### src/shared/umc_pkg.sv
// package: modem control/status field layout, reset values and filter constants
package umc_pkg;
    // modem control register fields
    localparam int MCR_DTR_BIT = 0;
    localparam int MCR_RTS_BIT = 1;
    localparam int MCR_OUTA_BIT = 2;
    localparam int MCR_OUTB_BIT = 3;
    localparam int MCR_LOOP_BIT = 4;
    localparam logic [7:0] MCR_RESET = 8'h00;
    // modem status register fields
    localparam int MSR_DCTS_BIT = 0;
    localparam int MSR_DDSR_BIT = 1;
    localparam int MSR_RING_TRAILING_EDGE_FLAG_BIT = 2;
    localparam int MSR_DDCD_BIT = 3;
    localparam int MSR_CTS_BIT = 4;
    localparam int MSR_DSR_BIT = 5;
    localparam int MSR_RI_BIT = 6;
    localparam int MSR_DCD_BIT = 7;
    localparam logic [3:0] DELTA_RESET = 4'h0;
    // reset filter: stable cycles of the filter clock
    localparam int RST_FILTER_CYCLES = 8;
    localparam int RST_FILTER_W = 4;

    // active-low modem status inputs, pin level
    typedef struct packed {
        logic dcd_n;
        logic ri_n;
        logic dsr_n;
        logic cts_n;
    } umc_status_t;

    // active-low modem control outputs
    typedef struct packed {
        logic out_b_n;
        logic out_a_n;
        logic rts_n;
        logic dtr_n;
    } umc_control_t;
endpackage : umc_pkg

### src/logic/umc_reset_filter.sv
// module: eight-cycle stability filter for the master reset input
`timescale 1ns/100ps
module umc_reset_filter #(
    parameter int CYCLES = umc_pkg::RST_FILTER_CYCLES
) (
    input wire logic clk_i,
    input wire logic rst_i,
    input wire logic filt_en_i,
    input wire logic level_i,
    output logic qual_rst_n_o
);
    logic [umc_pkg::RST_FILTER_W-1:0] cnt_r;
    logic [umc_pkg::RST_FILTER_W-1:0] cnt_nxt;
    logic cand_r;
    logic cand_nxt;
    logic out_r;
    logic out_nxt;

    always_comb begin
        cnt_nxt = cnt_r;
        cand_nxt = cand_r;
        out_nxt = out_r;
        if (filt_en_i) begin
            if (level_i != cand_r) begin
                cand_nxt = level_i;
                cnt_nxt = umc_pkg::RST_FILTER_W'(1);
            end else if (cnt_r < umc_pkg::RST_FILTER_W'(CYCLES)) begin
                cnt_nxt = cnt_r + umc_pkg::RST_FILTER_W'(1);
            end
            if (level_i == cand_r && cnt_nxt >= umc_pkg::RST_FILTER_W'(CYCLES)) begin
                out_nxt = ~cand_r;
            end
        end
    end

    always_ff @(posedge clk_i) begin
        if (rst_i) begin
            cnt_r <= '0;
            cand_r <= 1'b0;
            out_r <= 1'b1;
        end else begin
            cnt_r <= cnt_nxt;
            cand_r <= cand_nxt;
            out_r <= out_nxt;
        end
    end

    assign qual_rst_n_o = out_r;
endmodule : umc_reset_filter

### src/logic/umc_modem_ctrl.sv
// module: uart modem control and status logic with loop mode and reset qualifier
`timescale 1ns/100ps
module umc_modem_ctrl (
    input wire logic clk_i,
    input wire logic rst_i,
    input wire logic master_reset_i,
    input wire logic reset_filter_clock_i,
    input wire logic rclk_16x_i,
    input wire logic [7:0] mcr_wdata_i,
    input wire logic mcr_we_i,
    input wire logic msr_rd_i,
    input wire logic msi_en_i,
    input wire umc_pkg::umc_status_t status_n_i,
    input wire logic serial_input_i,
    output umc_pkg::umc_control_t control_n_o,
    output logic [7:0] modem_control_register_o,
    output logic [7:0] modem_status_register_o,
    output logic ring_trailing_edge_flag_o,
    output logic modem_status_irq_o,
    output logic rx_serial_o,
    output logic rx_clk_en_o,
    output logic qual_rst_n_o
);
    // ------------------------------------------------------------
    // input synchronisers
    // ------------------------------------------------------------
    logic [6:0] sync1_r;
    logic [6:0] sync2_r;
    logic [6:0] sync1_nxt;
    logic [6:0] sync2_nxt;
    logic [2:0] edge_r;
    logic [2:0] edge_nxt;

    always_comb begin
        sync1_nxt = {rclk_16x_i, reset_filter_clock_i, master_reset_i, serial_input_i,
                     status_n_i.dcd_n, status_n_i.ri_n, status_n_i.dsr_n};
        sync2_nxt = sync1_r;
        edge_nxt = {sync2_r[6], sync2_r[5], 1'b0};
    end

    logic cts_sync1_r;
    logic cts_sync2_r;

    always_ff @(posedge clk_i) begin
        if (rst_i) begin
            sync1_r <= 7'h7f;
            sync2_r <= 7'h7f;
            // match the synchroniser reset level so no false edge follows reset
            edge_r <= 3'h6;
            cts_sync1_r <= 1'b1;
            cts_sync2_r <= 1'b1;
        end else begin
            sync1_r <= sync1_nxt;
            sync2_r <= sync2_nxt;
            edge_r <= edge_nxt;
            cts_sync1_r <= status_n_i.cts_n;
            cts_sync2_r <= cts_sync1_r;
        end
    end

    logic dsr_pin_n;
    logic ri_pin_n;
    logic dcd_pin_n;
    logic sin_pin;
    logic mrst_sync;
    logic filt_en;

    assign dsr_pin_n = sync2_r[0];
    assign ri_pin_n = sync2_r[1];
    assign dcd_pin_n = sync2_r[2];
    assign sin_pin = sync2_r[3];
    assign mrst_sync = sync2_r[4];
    assign filt_en = sync2_r[5] & ~edge_r[1];
    // receiver clock enable on each rising edge of the 16x clock
    assign rx_clk_en_o = sync2_r[6] & ~edge_r[2];

    // ------------------------------------------------------------
    // reset qualification
    // ------------------------------------------------------------
    umc_reset_filter #(
        .CYCLES(umc_pkg::RST_FILTER_CYCLES)
    ) u_filter (
        .clk_i(clk_i),
        .rst_i(rst_i),
        .filt_en_i(filt_en),
        .level_i(mrst_sync),
        .qual_rst_n_o(qual_rst_n_o)
    );

    logic clr;
    assign clr = rst_i | mrst_sync;

    // ------------------------------------------------------------
    // modem control register
    // ------------------------------------------------------------
    logic [7:0] mcr_r;
    logic [7:0] mcr_nxt;
    logic loop_mode;

    always_comb begin
        mcr_nxt = mcr_r;
        if (mcr_we_i) begin
            mcr_nxt = {3'h0, mcr_wdata_i[4:0]};
        end
    end

    assign loop_mode = mcr_r[umc_pkg::MCR_LOOP_BIT];

    umc_pkg::umc_control_t ctl_r;
    umc_pkg::umc_control_t ctl_nxt;

    always_comb begin
        ctl_nxt.dtr_n = loop_mode | ~mcr_r[umc_pkg::MCR_DTR_BIT];
        ctl_nxt.rts_n = loop_mode | ~mcr_r[umc_pkg::MCR_RTS_BIT];
        ctl_nxt.out_a_n = loop_mode | ~mcr_r[umc_pkg::MCR_OUTA_BIT];
        ctl_nxt.out_b_n = loop_mode | ~mcr_r[umc_pkg::MCR_OUTB_BIT];
    end

    always_ff @(posedge clk_i) begin
        if (clr) begin
            mcr_r <= umc_pkg::MCR_RESET;
            ctl_r <= '1;
        end else begin
            mcr_r <= mcr_nxt;
            ctl_r <= ctl_nxt;
        end
    end

    assign control_n_o = ctl_r;
    assign modem_control_register_o = mcr_r;

    // ------------------------------------------------------------
    // serial input gating
    // ------------------------------------------------------------
    logic rx_r;
    logic rx_nxt;
    // loop feeds the transmitter marking level back, pin ignored
    assign rx_nxt = loop_mode ? 1'b1 : sin_pin;

    always_ff @(posedge clk_i) begin
        if (clr) begin
            rx_r <= 1'b1;
        end else begin
            rx_r <= rx_nxt;
        end
    end

    assign rx_serial_o = rx_r;

    // ------------------------------------------------------------
    // modem status register
    // ------------------------------------------------------------
    logic [3:0] lvl;
    logic [3:0] lvl_r;
    logic [3:0] lvl_nxt;
    logic [3:0] delta_r;
    logic [3:0] delta_nxt;
    logic [3:0] ev;
    logic irq_r;
    logic irq_nxt;

    // true-level status: {dcd, ri, dsr, cts}
    always_comb begin
        if (loop_mode) begin
            lvl = {mcr_r[umc_pkg::MCR_OUTB_BIT], mcr_r[umc_pkg::MCR_OUTA_BIT],
                   mcr_r[umc_pkg::MCR_DTR_BIT], mcr_r[umc_pkg::MCR_RTS_BIT]};
        end else begin
            lvl = ~{dcd_pin_n, ri_pin_n, dsr_pin_n, cts_sync2_r};
        end
    end

    always_comb begin
        lvl_nxt = lvl;
        ev[0] = lvl[0] ^ lvl_r[0];
        ev[1] = lvl[1] ^ lvl_r[1];
        // ring trailing edge: pin low to high, i.e. true level falls
        ev[2] = lvl_r[2] & ~lvl[2];
        ev[3] = lvl[3] ^ lvl_r[3];
        // set wins over read clear
        delta_nxt = (msr_rd_i ? 4'h0 : delta_r) | ev;
        irq_nxt = msi_en_i & (|ev);
    end

    always_ff @(posedge clk_i) begin
        if (clr) begin
            lvl_r <= 4'h0;
            delta_r <= umc_pkg::DELTA_RESET;
            irq_r <= 1'b0;
        end else begin
            lvl_r <= lvl_nxt;
            delta_r <= delta_nxt;
            irq_r <= irq_nxt;
        end
    end

    assign modem_status_register_o = {lvl_r, delta_r};
    assign ring_trailing_edge_flag_o = delta_r[umc_pkg::MSR_RING_TRAILING_EDGE_FLAG_BIT];
    assign modem_status_irq_o = irq_r;
endmodule : umc_modem_ctrl

### config.mk
export PLATFORM = sky130hd
export DESIGN_NAME = umc_modem_ctrl
export DESIGN_NICKNAME = d
export VERILOG_FILES = /design/src/shared/umc_pkg.sv /design/src/logic/umc_reset_filter.sv /design/src/logic/umc_modem_ctrl.sv
export SDC_FILE = /design/constraint.sdc
export NUM_CORES = 1
export LEC_CHECK = 0
export BUFFER_PORTS_ARGS = -buffer_cell sky130_fd_sc_hd__buf_2
export CAP_MARGIN = 5
export CORE_MARGIN = 1
export CORE_UTILIZATION = 49
export DETAILED_ROUTE_END_ITERATION = 10
export MAX_ROUTING_LAYER = met4
export PLACE_DENSITY = 0.87
export SYNTH_ARGS = -nofsm -noshare
export SYNTH_HDL_FRONTEND = slang
export SYNTH_SLANG_ARGS = --single-unit
### constraint.sdc
create_clock -name clk_i -period 1.8 [get_ports clk_i]
set_clock_uncertainty 0.2 [all_clocks]
set_input_delay 0.18 -clock clk_i [delete_from_list [all_inputs] [get_ports clk_i]]
set_output_delay 0.18 -clock clk_i [all_outputs]
set_load 0.005 [all_outputs]
==> out/metrics.csv <==
stage,metric,value,unit
clock_tree,numCtsBuffers,5,
global_routing,antenna_found_initial,0,
setup_path,critPathMaxStageDelay,0.55,ns
sta,post-route-min-period,1.646,ns
detailed_routing,wl_per_cell,12.71,um
clock_tree,cts.sinks,43,
clock_tree,cts_tree,yes,
sta,rsz0062_at_grt,no,
detailed_routing,antenna_left,0,
global_routing,grt_overflow_total,0,
final_layout,seqCellArea,860.8,sq um
logic_synthesis,synth_mux_area_frac,0.06073,
sta,setup_viol,0,
die,io_pins,46,
detailed_routing,drt_iter0_drc,36,
global_routing,grt_usage,0.2057,
logic_synthesis,synth_top_family_by_area,simple AND/OR/NAND/NOR gates,
placement,dp_hpwl,1.809,mm
power_and_ir_drop,vdd_drop_max,0.9076,mV
die,dieArea,3295,sq um
logic_synthesis,yosys_register_bits,43,
detailed_routing,vias,1156,
clock_tree,cts_resized,0,
logic_synthesis,ys_types,33,
logic_synthesis,synth_xor_area_frac,0.02246,
die,initial_core_util,0.5316,
global_routing,grt_use_met2,0.3555,
worst_hold_path,hold_class,in -> reg,
die,core,2829,sq um
sta,fmax,607.5,MHz
outcome,status,finished with violations,
sta,drv_slew,0,
final_layout,drive_above_1_share,0.3463,
clock_tree,root_buffer,clkbuf_4,
global_routing,global_route.usage.met3,0.05215,
setup_path,cp_slowest_cell,dfxtp_1,
flow_run,maxCapViolCount,0,
setup_path,crit_family,flip-flops,
logic_synthesis,synth_seq_area_share,0.5724,
setup_path,critical_path.cell_chain,mux2i_1 > a211oi_1 > a311oi_1,
logic_synthesis,syn_area_per_cell,10.23,sq um
final_layout,diodes,0,
sta,period_share,0.9145,
sta,final.setup.tns,0,ns
die,chipWidth,57.40,um
final_layout,nets,226,
final_layout,multi_input_comb_area,566.8,sq um
logic_synthesis,synth_compound_area_frac,0.06572,
global_routing,grt_use_met1,0.2240,
setup_path,cp_num_buf_inv,0,
logic_synthesis,synth_edf_count,0,
setup_path,critPathArrivalTime,1.72,ns
die,fp-row-count,19,
detailed_routing,drtPass1Iterations,7,
final_layout,area_delta_synth_final,30.12,%
global_routing,grt_first_pass_wirelength,4.947,mm
setup_path,cp.required,1.87,ns
detailed_routing,route.detailed.drc,3,
logic_synthesis,async_reset_ff_frac,0,
clock_tree,path_clk_slew,0.13,ns
setup_path,startpoint_type,flip-flop,
setup_path,end_kind,flip-flop,
logic_synthesis,synth_fa_ha_area_frac,0.008319,
logic_synthesis,syn_area,1504,sq um
global_routing,top_usage_layer,met2,
clock_tree,cts_hold_buf,18,
logic_synthesis,yosysWarnings,0,
sta,hold_viol,0,
power_and_ir_drop,totalPowerFinal,1.705,mW
power_and_ir_drop,leakagePower,0.8749,nW
logic_synthesis,synth-simple-area-share,0.2121,
detailed_routing,wl,3.000,mm
final_layout,utilization,0.6917,
placement,gp_congestion,0.7572,
clock_tree,htree_levels,2,
global_routing,grt_max_degree,25,
final_layout,fill_cells,192,
power_and_ir_drop,pwr_density_cell,871.1,nW/um^2
clock_tree,clock_latency,0.35,ns
global_routing,grt_pass1_vias,1110,
logic_synthesis,netlist_instances,147,
setup_path,crit_path_max_fanout,9,
clock_tree,cts_buffer_depth,2,
placement,io_buffers,39,
die,die-height,57.40,um
detailed_routing,routed_via_density,4.898,
outcome,violations,design-rule violations,
setup_path,worstSetupPathType,reg -> reg,
logic_synthesis,dominantRegCellSynth,dfxtp_1,
clock_tree,cts_setup_buffers,0,
-- cells in the final DEF, fill, tap and decap left out, drive strengths merged --
cell,instances
nand2b,5
o311ai,1
nor4b,1
ha,1
xor2,3
and3b,2
nor3,2
a2bb2oi,1
a22oi,1
a21oi,6
a21boi,1
o21ai,4
or2,19
and3,1
dlygate4sd3,18
inv,7
mux2,1
conb,3
bufinv,1
nor2,15
a311oi,1
mux2i,8
buf,40
dfxtp,43
or3,1
nor2b,5
clkinv,2
a211oi,1
clkbuf,5
nand2,6
-- metal layers --
metal  up-vias  wire length [um]
met3         6               127
met5         -                 0
met1       535              1272
li1        579                 -
met4         0                46
met2        36              1553
-- stage by stage --
step	setup slack (ns)	area (sq um)	hold slack [ns]	cells
3_5_place_dp	0.2364	1695	0.1661	210
5_1_grt	0.09917	1957	0.02692	236
4_1_cts	0.2040	1957	0.0002763	236
6_report	0.1538	1957	0.02893	236
2_1_floorplan	0.4190	1511	0.08381	149
3_3_place_gp	0.2958	1695	0.1629	210
-- sequential cells by signal, indices dropped and copies added, names as in the netlist --
signal                    flops
sync1_r                       7
edge_r                        2
sync2_r                       7
u_filter.qual_rst_n_o         1
u_filter.cnt_r                4
delta_r                       4
lvl_r                         4
modem_status_irq_o            1
cts_sync2_r                   1
control_n_o                   4
u_filter.cand_r               1
cts_sync1_r                   1
modem_control_register_o      5
rx_serial_o                   1
-- area by class of cell --
type,count,area share
Multi-Input combinational cell,89,0.2896
Timing Repair Buffer,58,0.1957
Inverter,7,0.01343
Sequential cell,43,0.4399
Tap cell,31,0.01982
Clock inverter,3,0.02238
Clock buffer,5,0.01918
-- cell families after synthesis --
| family | count (synthesis) |
|---|---|
| multiplexers | 9 |
| XOR/XNOR | 3 |
| AND/OR/NAND/NOR | 57 |
| adder cells (fa/ha/maj) | 1 |
| buffers and inverters | 17 |
| flip-flops | 43 |
| other | 1 |
| AO/OA/AOI/OAI | 16 |
-- final timing paths --
path / startpoint / to / slack, ns / cells past startpoint
max reg2reg: modem_control_register_o[4] / modem_status_irq_o / 0.15 / 3
min reg2reg: sync1_r[0] / sync2_r[0] / 0.22 / 1
min: rst_i / u_filter.cnt_r[0] / 0.03 / 3
max: modem_control_register_o[4] / modem_status_irq_o / 0.15 / 3
-- power by group --
part / internal, mW / leakage (nW) / total (mW) / switching, mW
registers: 0.973 / 0.351 / 0.983 / 0.00996
logic: 0.0702 / 0.479 / 0.117 / 0.0464
clock network: 0.293 / 0.0452 / 0.605 / 0.312
-- tightest hold or removal path: stages --
cell and delay (ns):
buf_2 0.09, buf_4 0.22, nor2_2 0.06
-- synthesized netlist by cell type (all sizes together), types with 2 or more instances --
| library cell | instances | area (sq um) |
|---|---|---|
| or2 | 19 | 118.9 |
| nand2 | 6 | 22.52 |
| dfxtp | 43 | 860.8 |
| o21ai | 4 | 20.01 |
| xor2 | 3 | 33.79 |
| clkbuf | 3 | 11.26 |
| nor2b | 5 | 31.28 |
| a21oi | 6 | 30.03 |
| inv | 7 | 26.28 |
| nand2b | 5 | 38.78 |
| nor3 | 2 | 10.01 |
| and3b | 2 | 17.52 |
| nor2 | 15 | 58.81 |
| buf | 7 | 46.29 |
| mux2i | 8 | 80.08 |
No activity file was read; power rests on OpenSTA's default activity.
